--- config.mk ---
export PLATFORM = sky130hd
export DESIGN_NAME = word_load_unit
export DESIGN_NICKNAME = d
export VERILOG_FILES = /design/src/word_load_pkg.sv /design/src/load_decoder.sv /design/src/word_lane_merge.sv /design/src/word_load_unit.sv
export SDC_FILE = /design/constraint.sdc
export NUM_CORES = 1
export LEC_CHECK = 0
export ABC_CLOCK_PERIOD_IN_PS = 8500
export CORE_AREA = 2 2 252 254
export CTS_CLUSTER_SIZE = 16
export DETAILED_ROUTE_END_ITERATION = 10
export DIE_AREA = 0 0 254 256
export DONT_BUFFER_PORTS = 1
export PLACE_DENSITY = 0.52
export REMOVE_ABC_BUFFERS = 1
export SETUP_SLACK_MARGIN = 0.05
export SKIP_CTS_REPAIR_TIMING = 1
export SLEW_MARGIN = 20
export SYNTH_ARGS = -nofsm -noshare
export SYNTH_HDL_FRONTEND = slang
export SYNTH_SLANG_ARGS = --single-unit
--- constraint.sdc ---
create_clock -name clk_sys -period 8.5 [get_ports clk_sys]
set_clock_uncertainty 0.2 [all_clocks]
set_input_delay 0.425 -clock clk_sys [delete_from_list [all_inputs] [get_ports clk_sys]]
set_output_delay 0.425 -clock clk_sys [all_outputs]
set_load 0.1 [all_outputs]
--- src/word_load_pkg.sv ---
// Notes on behaviour
// - Indexed doubleword address is base plus index, aligned.
// - Indexed load reads two words, concatenated raw.
// - Indexed load never raises address error.
// - Signed word load decodes opcode, sign-extends word.
// - Word address is base plus sign-extended offset.
// - Before Release 6, misaligned word load traps.
// - Release 6 completes misaligned loads inside doubleword; with big-endian core the lane is offset xor 4, right only when aligned.
// - Lane chosen by address bits and byte order.
// - Signed word load exceptions: translation, bus, alignment, watch.
// - Floating word load fills low register word.
// - Floating and coprocessor loads add unusable, reserved exceptions.
// - Coprocessor two load sign-extends into low word.
// - Coprocessor two load encoding differs by release.
// - Kernel user load decodes extended group, 9-bit offset.
// - Kernel user load translates through user mapping.
// - Kernel user load needs flag, privilege, segment.
// - Kernel user load adds reserved and unusable exceptions.
// - Left merge load exists only before Release 6.
// - Left merge keeps low bytes of destination.
// - Left merge replicates word bit 31 upward.
// - Left merge bytes depend on offset and order.
// - Left merge may raise bus and translation exceptions, never alignment.
`default_nettype none
package word_load_pkg;

   localparam int XLEN = 64;
   localparam int OPC_MSB = 31;
   localparam int BASE_MSB = 25;
   localparam int RT_MSB = 20;
   localparam int R6_BASE_MSB = 15;
   localparam int FD_MSB = 10;
   localparam int FUNC_MSB = 5;
   localparam int EXT_ZERO_BIT = 6;
   localparam int EXT_OFS_MSB = 15;
   localparam logic [5:0] OP_SIGNED_WORD = 6'h23;
   localparam logic [5:0] OP_FP_WORD = 6'h31;
   localparam logic [5:0] OP_CP2_WORD = 6'h32;
   localparam logic [5:0] OP_COPROC_TWO = 6'h12;
   localparam logic [4:0] SUB_CP2_WORD = 5'h0a;
   localparam logic [5:0] OP_EXT_GROUP = 6'h1f;
   localparam logic [5:0] FN_KERNEL_USER = 6'h2f;
   localparam logic [5:0] OP_LEFT_MERGE = 6'h22;
   localparam logic [5:0] OP_FP_EXTENDED = 6'h13;
   localparam logic [5:0] FN_INDEXED_DW = 6'h01;
   localparam logic [2:0] DW_ALIGN_MASK = 3'h0;
   localparam logic [2:0] WORD_LANE_LIMIT = 3'h4;
   localparam logic [63:0] DW_SECOND_WORD = 64'h0000_0000_0000_0004;
   localparam logic [63:0] WORD_STEP = 64'h0000_0000_0000_0004;

   typedef enum logic [2:0] {
      K_NONE, K_SIGNED_WORD, K_FP_WORD, K_CP2_WORD, K_KERNEL_USER, K_LEFT_MERGE, K_INDEXED_DW
   } load_kind_type;
   typedef enum logic [1:0] {T_GPR, T_FPR, T_CP2} wb_target_type;
   typedef enum logic [3:0] {
      EXC_NONE, EXC_ADDR_ERR, EXC_TLB_REFILL, EXC_TLB_INVALID, EXC_BUS_ERR, EXC_WATCH,
      EXC_RSVD_INSTR, EXC_COP_UNUSABLE
   } exc_code_type;

   typedef struct packed {
      load_kind_type kind;
      logic avail;
      logic [4:0] dest_reg;
      logic [63:0] offset;
   } decoded_type;
   typedef struct packed {
      logic release6;
      logic core_byte_order_flag;
      logic swapped_byte_order_flag;
      logic enhanced_virtual_addressing_flag;
      logic cop0_access_enabled;
      logic cop1_enabled;
      logic coprocessor_two_opcode_enabled;
   } cfg_type;
   typedef struct packed {
      logic [31:0] instr;
      logic [63:0] base_val;
      logic [63:0] index_val;
      logic [63:0] dest_old;
   } issue_type;
   typedef struct packed {
      logic [63:0] vaddr;
      logic user_map;
   } xlate_req_type;
   typedef struct packed {
      logic [63:0] paddr;
      logic refill;
      logic invalid;
      logic watch;
      logic seg_user_ok;
   } xlate_rsp_type;
   typedef struct packed {
      logic [63:0] paddr;
      logic [63:0] vaddr;
   } mem_req_type;
   typedef struct packed {
      logic [63:0] data;
      logic bus_err;
   } mem_rsp_type;
   typedef struct packed {
      wb_target_type target;
      logic [4:0] reg_num;
      logic [63:0] data;
   } wb_type;

   function automatic logic [63:0] sext32(input logic [31:0] w);
      sext32 = {{32{w[31]}}, w};
   endfunction

   function automatic logic [31:0] pick_word(input logic [63:0] dw, input logic upper);
      pick_word = upper ? dw[63:32] : dw[31:0];
   endfunction

endpackage
`default_nettype wire

--- src/load_decoder.sv ---
`timescale 1ns/1ps
`default_nettype none
module load_decoder
   import word_load_pkg::*;
(
   input wire logic [31:0] instr,
   input wire logic release6,
   output decoded_type dec
);
   logic [5:0] opc;
   logic [5:0] func;

   assign opc = instr[OPC_MSB -: 6];
   assign func = instr[FUNC_MSB -: 6];

   always_comb begin
      dec.kind = K_NONE;
      dec.avail = 1'b1;
      dec.dest_reg = instr[RT_MSB -: 5];
      dec.offset = {{48{instr[15]}}, instr[15:0]};
      if (opc == OP_SIGNED_WORD) begin
         dec.kind = K_SIGNED_WORD;
      end else if (opc == OP_FP_WORD) begin
         dec.kind = K_FP_WORD;
      end else if (opc == OP_CP2_WORD && !release6) begin
         dec.kind = K_CP2_WORD;
      end else if (opc == OP_COPROC_TWO && instr[BASE_MSB -: 5] == SUB_CP2_WORD && release6) begin
         dec.kind = K_CP2_WORD;
         dec.offset = {{53{instr[10]}}, instr[10:0]};
      end else if (opc == OP_EXT_GROUP && func == FN_KERNEL_USER && !instr[EXT_ZERO_BIT]) begin
         dec.kind = K_KERNEL_USER;
         dec.offset = {{55{instr[EXT_OFS_MSB]}}, instr[EXT_OFS_MSB -: 9]};
      end else if (opc == OP_LEFT_MERGE) begin
         dec.kind = K_LEFT_MERGE;
         dec.avail = !release6;
      end else if (opc == OP_FP_EXTENDED && func == FN_INDEXED_DW) begin
         dec.kind = K_INDEXED_DW;
         dec.avail = !release6;
         dec.dest_reg = instr[FD_MSB -: 5];
      end
   end
endmodule
`default_nettype wire

--- src/word_lane_merge.sv ---
`timescale 1ns/1ps
`default_nettype none
module word_lane_merge
   import word_load_pkg::*;
(
   input wire logic [63:0] dw,
   input wire logic [2:0] vaddr_low,
   input wire logic core_be,
   input wire logic [31:0] old_low,
   output logic [31:0] lane_word,
   output logic [31:0] merged_word
);
   logic [2:0] byte_sel;
   logic [63:0] shifted;
   logic [1:0] merge_byte;
   logic [31:0] merge_src;
   logic [4:0] merge_shift;
   logic [31:0] keep_mask;

   always_comb begin
      byte_sel = vaddr_low ^ {core_be, 2'b00};
      shifted = dw >> {byte_sel, 3'b000};
      lane_word = shifted[31:0];
      merge_byte = vaddr_low[1:0] ^ {2{core_be}};
      merge_src = pick_word(dw, vaddr_low[2] ^ core_be);
      merge_shift = 5'h18 - {merge_byte, 3'b000};
      keep_mask = (32'h0000_0001 << merge_shift) - 32'h0000_0001;
      merged_word = (merge_src << merge_shift) | (old_low & keep_mask);
   end
endmodule
`default_nettype wire

--- src/word_load_unit.sv ---
`timescale 1ns/1ps
`default_nettype none
module word_load_unit
   import word_load_pkg::*;
(
   input wire logic clk_sys,
   input wire logic srst,
   input wire cfg_type cfg,
   input wire logic issue_valid,
   output logic issue_ready,
   input wire issue_type issue,
   output logic xlate_valid,
   output xlate_req_type xlate_req,
   input wire logic xlate_ack,
   input wire xlate_rsp_type xlate_rsp,
   output logic mem_valid,
   output mem_req_type mem_req,
   input wire logic mem_ack,
   input wire mem_rsp_type mem_rsp,
   output logic wb_valid,
   output wb_type wb,
   output logic exc_valid,
   output exc_code_type exc_code
);
   typedef enum logic [1:0] {S_IDLE, S_XLATE, S_READ1, S_READ2} state_type;

   state_type state, next_state;
   load_kind_type kind, next_kind;
   logic [4:0] dest, next_dest;
   logic [31:0] old_low, next_old_low;
   logic [31:0] lsw, next_lsw;
   xlate_req_type next_xlate_req;
   mem_req_type next_mem_req;
   logic next_wb_valid, next_exc_valid;
   wb_type next_wb;
   exc_code_type next_exc_code;
   decoded_type dec;
   logic issue_fire;
   logic [63:0] index_sum;
   logic [63:0] issue_ea;
   exc_code_type issue_exc;
   logic [2:0] addr_flip;
   logic [31:0] lane_word, merged_word;
   wb_target_type target;

   load_decoder u_dec (
      .instr(issue.instr),
      .release6(cfg.release6),
      .dec(dec)
   );

   word_lane_merge u_lane (
      .dw(mem_rsp.data),
      .vaddr_low(mem_req.vaddr[2:0]),
      .core_be(cfg.core_byte_order_flag),
      .old_low(old_low),
      .lane_word(lane_word),
      .merged_word(merged_word)
   );

   assign issue_ready = (state == S_IDLE);
   assign issue_fire = issue_valid && issue_ready;
   assign xlate_valid = (state == S_XLATE);
   assign mem_valid = (state == S_READ1) || (state == S_READ2);

   // Address forming and checks made before translation
   always_comb begin
      index_sum = issue.base_val + issue.index_val;
      if (dec.kind == K_INDEXED_DW) begin
         issue_ea = {index_sum[63:3], DW_ALIGN_MASK};
      end else begin
         issue_ea = issue.base_val + dec.offset;
      end
      issue_exc = EXC_NONE;
      if (dec.kind == K_NONE || !dec.avail) begin
         issue_exc = EXC_RSVD_INSTR;
      end else if (dec.kind == K_KERNEL_USER && !cfg.enhanced_virtual_addressing_flag) begin
         issue_exc = EXC_RSVD_INSTR;
      end else if (dec.kind == K_KERNEL_USER && !cfg.cop0_access_enabled) begin
         issue_exc = EXC_COP_UNUSABLE;
      end else if ((dec.kind == K_FP_WORD || dec.kind == K_INDEXED_DW) && !cfg.cop1_enabled) begin
         issue_exc = EXC_COP_UNUSABLE;
      end else if (dec.kind == K_CP2_WORD && !cfg.coprocessor_two_opcode_enabled) begin
         issue_exc = EXC_COP_UNUSABLE;
      end else if (dec.kind != K_LEFT_MERGE && dec.kind != K_INDEXED_DW) begin
         if (!cfg.release6 && issue_ea[1:0] != 2'b00) begin
            issue_exc = EXC_ADDR_ERR;
         end else if (cfg.release6 && issue_ea[2:0] > WORD_LANE_LIMIT) begin
            issue_exc = EXC_ADDR_ERR;
         end
      end
   end

   always_comb begin
      case (kind)
         K_FP_WORD, K_INDEXED_DW: target = T_FPR;
         K_CP2_WORD: target = T_CP2;
         default: target = T_GPR;
      endcase
   end

   // Physical lane adjustment by byte order
   always_comb begin
      case (kind)
         K_INDEXED_DW: addr_flip = {cfg.core_byte_order_flag ^ cfg.swapped_byte_order_flag, 2'b00};
         K_LEFT_MERGE: addr_flip = {3{cfg.swapped_byte_order_flag}};
         default: addr_flip = {cfg.swapped_byte_order_flag, 2'b00};
      endcase
   end

   always_comb begin
      next_state = state;
      next_kind = kind;
      next_dest = dest;
      next_old_low = old_low;
      next_lsw = lsw;
      next_xlate_req = xlate_req;
      next_mem_req = mem_req;
      next_wb_valid = 1'b0;
      next_exc_valid = 1'b0;
      next_wb = wb;
      next_exc_code = exc_code;
      case (state)
         S_IDLE: begin
            if (issue_fire) begin
               next_kind = dec.kind;
               next_dest = dec.dest_reg;
               next_old_low = issue.dest_old[31:0];
               next_xlate_req.vaddr = issue_ea;
               next_xlate_req.user_map = (dec.kind == K_KERNEL_USER);
               if (issue_exc != EXC_NONE) begin
                  next_exc_valid = 1'b1;
                  next_exc_code = issue_exc;
               end else begin
                  next_state = S_XLATE;
               end
            end
         end
         S_XLATE: begin
            if (xlate_ack) begin
               next_exc_valid = 1'b1;
               next_state = S_IDLE;
               if (xlate_rsp.refill) begin
                  next_exc_code = EXC_TLB_REFILL;
               end else if (xlate_rsp.invalid) begin
                  next_exc_code = EXC_TLB_INVALID;
               end else if (kind == K_KERNEL_USER && !xlate_rsp.seg_user_ok) begin
                  next_exc_code = EXC_ADDR_ERR;
               end else if (xlate_rsp.watch) begin
                  next_exc_code = EXC_WATCH;
               end else begin
                  next_exc_valid = 1'b0;
                  next_state = S_READ1;
                  next_mem_req.paddr = xlate_rsp.paddr ^ {61'h0, addr_flip};
                  next_mem_req.vaddr = xlate_req.vaddr;
               end
            end
         end
         S_READ1: begin
            if (mem_ack) begin
               next_state = S_IDLE;
               if (mem_rsp.bus_err) begin
                  next_exc_valid = 1'b1;
                  next_exc_code = EXC_BUS_ERR;
               end else if (kind == K_INDEXED_DW) begin
                  next_lsw = pick_word(mem_rsp.data, mem_req.paddr[2]);
                  next_mem_req.paddr = mem_req.paddr ^ DW_SECOND_WORD;
                  next_mem_req.vaddr = mem_req.vaddr + WORD_STEP;
                  next_state = S_READ2;
               end else begin
                  next_wb_valid = 1'b1;
                  next_wb.target = target;
                  next_wb.reg_num = dest;
                  case (kind)
                     K_FP_WORD: next_wb.data = {32'h0000_0000, lane_word};
                     K_LEFT_MERGE: next_wb.data = sext32(merged_word);
                     K_CP2_WORD: next_wb.data = sext32(lane_word);
                     default: next_wb.data = sext32(lane_word);
                  endcase
               end
            end
         end
         S_READ2: begin
            if (mem_ack) begin
               next_state = S_IDLE;
               if (mem_rsp.bus_err) begin
                  next_exc_valid = 1'b1;
                  next_exc_code = EXC_BUS_ERR;
               end else begin
                  next_wb_valid = 1'b1;
                  next_wb.target = T_FPR;
                  next_wb.reg_num = dest;
                  next_wb.data = {pick_word(mem_rsp.data, mem_req.paddr[2]), lsw};
               end
            end
         end
         default: next_state = S_IDLE;
      endcase
   end

   always_ff @(posedge clk_sys) begin
      if (srst) begin
         state <= S_IDLE;
         kind <= K_NONE;
         dest <= 5'h00;
         old_low <= 32'h0000_0000;
         lsw <= 32'h0000_0000;
         xlate_req <= '0;
         mem_req <= '0;
         wb_valid <= 1'b0;
         exc_valid <= 1'b0;
         wb <= '0;
         exc_code <= EXC_NONE;
      end else begin
         state <= next_state;
         kind <= next_kind;
         dest <= next_dest;
         old_low <= next_old_low;
         lsw <= next_lsw;
         xlate_req <= next_xlate_req;
         mem_req <= next_mem_req;
         wb_valid <= next_wb_valid;
         exc_valid <= next_exc_valid;
         wb <= next_wb;
         exc_code <= next_exc_code;
      end
   end
endmodule
`default_nettype wire

# Word-level counts from Yosys, hierarchy flattened
# Cells that the tools add are included.
# totals
output_inout_bits,273
inputBits,369
register_bits,344
wordCells,203
# op_classes
eq_ne,41
muxes,82
shifts,3
reduce_logical,41
magnitude_cmp,1
bitwise,14
n_addsub,5
# ops
operator,count
2-to-1 mux 128 bit,5
2-to-1 mux 71 bit,5
case mux 128 bit (2 select lines),1
2-to-1 mux 70 bit,3
2-to-1 mux 67 bit,3
case mux 71 bit (2 select lines),1
adder 64 bit,2
2-to-1 mux 64 bit,2
case mux 64 bit (2 select lines),1
"adder 64 x 3 -> 64 bit, second input constant",1
2-to-1 mux 32 bit,2
>> shifter 64 x 6 -> 32 bit,1
bitwise XOR 64 x 3 -> 64 bit,1
2-to-1 mux 4 bit,10
AND 32 bit,1
bitwise OR 32 bit,1
"<< shifter 1 x 5 -> 32 bit, first input constant",1
<< shifter 32 x 5 -> 32 bit,1
"subtractor 32 x 1 -> 32 bit, second input constant",1
"equality test 6 bit, second input constant",5
2-to-1 mux 3 bit,10
2-to-1 mux 2 bit,11
"!= test 2 bit, second input constant",10
"equality test 6 x 5 -> 1 bit, second input constant",3
other kinds (40),105

# Depth between registers and ports, before layout
# logic_depth
depth_word,25
depth_mapped,21
depth_no_buf,19

# Modules after synthesis
# From an unflattened synthesis, not the netlist that was laid out.
# unflattened
cells_unflattened,3521
hier_area_um2,26344.0
# by_module_without_submodules
module,instances,seq_area_each_um2,area_each_um2,cells_each
word_load_unit,1,6866.6,22644.2,3055
word_lane_merge,1,0.0,2872.8,347
load_decoder,1,0.0,827.0,119

# Worst setup path before layout
# No wires, ideal clock.
# synth_path
path_type,input-to-reg
from,input issue[215] (netlist bit)
to,register xlate_req[46] (netlist bit)
slack_ns,2.331
setup_time_ns,0.095
arrival_ns,5.874
t_required_ns,8.205
path_buffers,1
stages,16
path_cell_list,nand4bb_1 > or4b_1 > or4_1 > o21ai_1 > ha_1 > clkbuf_1 > a21oi_1 > o211ai_1 > a21oi_1 > nor2_1 > nor4_1 > o31ai_1 > a21oi_1 > o21ai_1 > xnor2_1 > a221oi_1
# synth_via
elab_chain_cells,9
elab_cells_between_ends,14
classes_between,1 x add/sub; 2 x eq/ne; 9 x mux; 2 x reduce/logical
# synth_lines
item,line_no,rtl
from (decl),word_load_unit.sv:11,"input wire issue_type issue,"
equality test 5 x 4 -> 1 bit *,load_decoder.sv:27,end else if (opc == OP_COPROC_TWO && instr[BASE_MSB -: 5] == SUB_CP2_WORD && release6) begin
logical AND 1 bit * (2 in series),load_decoder.sv:27,
2-to-1 mux 64 bit or 2-to-1 mux 3 bit (tied branches),load_decoder.sv:27,
2-to-1 mux 70 bit or 2-to-1 mux 3 bit (tied branches),load_decoder.sv:25,end else if (opc == OP_CP2_WORD && !release6) begin
2-to-1 mux 70 bit or 2-to-1 mux 3 bit (tied branches),load_decoder.sv:23,end else if (opc == OP_FP_WORD) begin
2-to-1 mux 70 bit or 2-to-1 mux 3 bit (tied branches),load_decoder.sv:21,if (opc == OP_SIGNED_WORD) begin
adder 64 bit or equality test 3 bit (tied branches),"word_load_unit.sv:72, word_load_unit.sv:69",
2-to-1 mux 64 bit *,word_load_unit.sv:69,if (dec.kind == K_INDEXED_DW) begin
to (signal assigned),word_load_unit.sv:220,xlate_req <= next_xlate_req;
to (decl),word_load_unit.sv:13,"output xlate_req_type xlate_req,"
# Every way passes the cells marked *; elsewhere a longest branch is shown, timed or not.
# A chain may end at the register's enable or synchronous reset.

# Final worst setup path
# layout_path
from,input issue[196] (netlist bit)
to,register xlate_req[58] (netlist bit)
# layout_via
elab_chain_cells,11
elab_cells_between_ends,20
classes_between,1 x add/sub; 3 x eq/ne; 13 x mux; 3 x reduce/logical
# layout_lines
item,line_no
branches (longest 10 deep; another with adder 64 bit),n/a
2-to-1 mux 64 bit *,word_load_unit.sv:69
# Mark *: on every way between the ends.

==> results.json <==
{
  "antenna_found_initial": 3,
  "fmax_ghz": 0.187,
  "startpoint_type": "primary input",
  "numCtsBuffers": 40,
  "synth_top_cell_area_share": 0.271,
  "seq_area_mm2": 0.00673,
  "period_minus_slack_ns": 5.36,
  "hold_class": "in2reg",
  "syn_inst": 3361,
  "drive_gt1_frac": 0.0708,
  "crit_type": "in2reg",
  "largestRegisters": "mem_req x128, wb x71, xlate_req x65",
  "hold-worst-slack_ns": -0.0171,
  "p_leak_nw": 10.4,
  "final-hold-violation-count": 6,
  "ios": 642,
  "yosys.area.top_type": "dfxtp_1",
  "wl_mm": 103,
  "crit_path_end_kind": "flip-flop",
  "vdd.ir_drop.worst_mv": 0.130,
  "maxSlewViolCount": 0,
  "place_ws_ns": 2.66,
  "io_buffers": 0,
  "synth-main-ff-cell": "dfxtp_1",
  "rows": 92,
  "fillCellCount": 6353,
  "grt_remaining_overflow": 0,
  "p_per_area_mw_per_mm2": 271,
  "die_area_mm2": 0.0650,
  "tns_ns": 0,
  "setup_viol": 0,
  "cts_tree": "built",
  "ys_warn_count": 0,
  "dpl.hpwl_mm": 75.3,
  "total_power_mw": 7.70,
  "seq_area_frac_synth": 0.271,
  "drt_iter0_markers": 2236,
  "violations": "hold timing",
  "synth-seq-cells": 335,
  "cts.clk_slew.worst_paths_ns": 0.06,
  "fin_ws_ns": 3.14,
  "vias": 25800,
  "worst_slew_pin_slew_ns": 1.32,
  "clock_latency_ns": 0.57,
  "synthArstFlopShare": 0,
  "grt_pass1_wl_mm": 148,
  "netlist_area_mm2": 0.0247,
  "ys_types": 91,
  "initial_core_util": 0.397,
  "status": "finished, violations left",
  "rsz0062_at_grt": "false",
  "grt_pass1_vias": 23300,
  "largest_reg_flops": 128,
  "slew_headroom": 0.122,
  "core-area_mm2": 0.0624,
  "maxCapViolCount": 0,
  "antenna_left": 0,
  "synth_most_common_cell": "nand2_1",
  "drt-pass1-iter-count": 5,
  "synth_edf_count": 0,
  "die_h_um": 256,
  "top_register": "mem_req",
  "fin_util": 0.455,
  "clockBufferDepth": 3,
  "gp_congestion": 0.954,
  "syn2layout_area_growth_pct": 14.7,
  "cp_max_fo": 12,
  "ctsRootBufferMaster": "clkbuf_16",
  "gr-usage-all-layers": 0.292,
  "cp.required_ns": 8.79,
  "synthTopCellsByCount": "nand2_1 (504), a21oi_1 (415), dfxtp_1 (335), nor2_1 (324), clkbuf_1 (221)",
  "cts_sinks": 335,
  "arrival_ns": 5.65,
  "route.detailed.drc": 0,
  "nets": 3866,
  "vias_per_cell": 6.07,
  "avgSynthCellArea_um2": 7.36,
  "routedWlPerCell_um": 24.2,
  "period_share": 0.631,
  "synth_area_leaders": "dfxtp_1 (27%), a21oi_1 (8.4%), nand2_1 (7.6%)",
  "multi_input_area_mm2": 0.0170,
  "htree_num_levels": 2,
  "die_x_um": 254,
  "grt_max_degree": 273
}
-- report_power, final --
part           total, mW  internal, mW  leakage (nW)  switching [mW]
clock               1.91          1.18         0.709           0.734
sequential          3.35          1.81          2.73            1.54
combinational       2.43         0.859          6.95            1.58
total               7.70          3.85          10.4            3.85
-- through the flow --
step	area, um^2	cells
6_report	28400	4240
4_1_cts	27000	4100
3_3_place_gp	25500	4031
5_1_grt	28400	4239
2_1_floorplan	23800	3122
3_5_place_dp	25500	4031
-- layer usage --
layer / global-route usage / part of all wire
met1: 0.370 / 0.42
met2: 0.482 / 0.47
met3: 0.0881 / 0.089
met4: 0.0704 / 0.023
met5: 0 / 0.00012
-- worst max-delay path, cell delays in order --
cell and delay [ns]:
nand4bb_1 0.17, nor4_1 0.35, nor2b_1 0.61, inv_1 0.35, o22a_1 0.33, o21a_1 0.16
ha_1 0.38, nand4_1 0.18, nor2_1 0.08, o31ai_1 0.63, a211oi_1 0.30, nor4_1 0.62
o21ai_1 0.25, a221oi_1 0.36, xnor2_1 0.16, o221ai_1 0.12, a21oi_1 0.15
-- layout by cell type, fill, tap and decap left out, types with 29 or more instances in the layout --
| cell | instances |
|---|---|
| clkbuf_16 | 40 |
| xor2_1 | 42 |
| nand2_1 | 502 |
| o221a_2 | 31 |
| a211oi_1 | 142 |
| inv_1 | 56 |
| a31oi_1 | 29 |
| nand4_1 | 49 |
| a21o_1 | 78 |
| o211ai_1 | 32 |
| mux2i_1 | 111 |
| o21ai_1 | 30 |
| o21ai_0 | 142 |
| buf_4 | 63 |
| nor2_1 | 322 |
| nor3_1 | 90 |
| a21oi_1 | 415 |
| ha_1 | 129 |
| dfxtp_1 | 321 |
| nand3_1 | 77 |
| dlygate4sd3_1 | 137 |
| xnor2_1 | 77 |
| nor2b_1 | 53 |
-- path summary, 6_finish.rpt --
path	from	end	slack, ns	cells after the start
worst min register to register	dest[1]	wb[65]	0.25	2
worst max register to register	mem_req[5]	mem_req[62]	3.90	10
worst min-delay path	mem_rsp[16]	lsw[15]	-0.02	2
worst max-delay path	issue[196]	xlate_req[58]	3.14	17
-- final cells by class --
type                       instances  area share
tap                              846      0.0373
inverter                          59     0.00780
timing repair buffer             201      0.0660
antenna                            2    0.000176
sequential                       335       0.237
clock buffer                      52      0.0397
clock inverter                    17      0.0112
multi-input combinational       2728       0.601
-- cell families after synthesis --
kind of cell    after synthesis  synth area share
compound gates             1100             0.284
xor+xnor                    123            0.0435
fa+ha+maj                   132            0.0671
buf+inv                     298            0.0457
flops                       335             0.271
mux                         143            0.0663
other cells                   1          0.000152
simple gates               1229             0.222
Power figures use the tool's default switching activity.
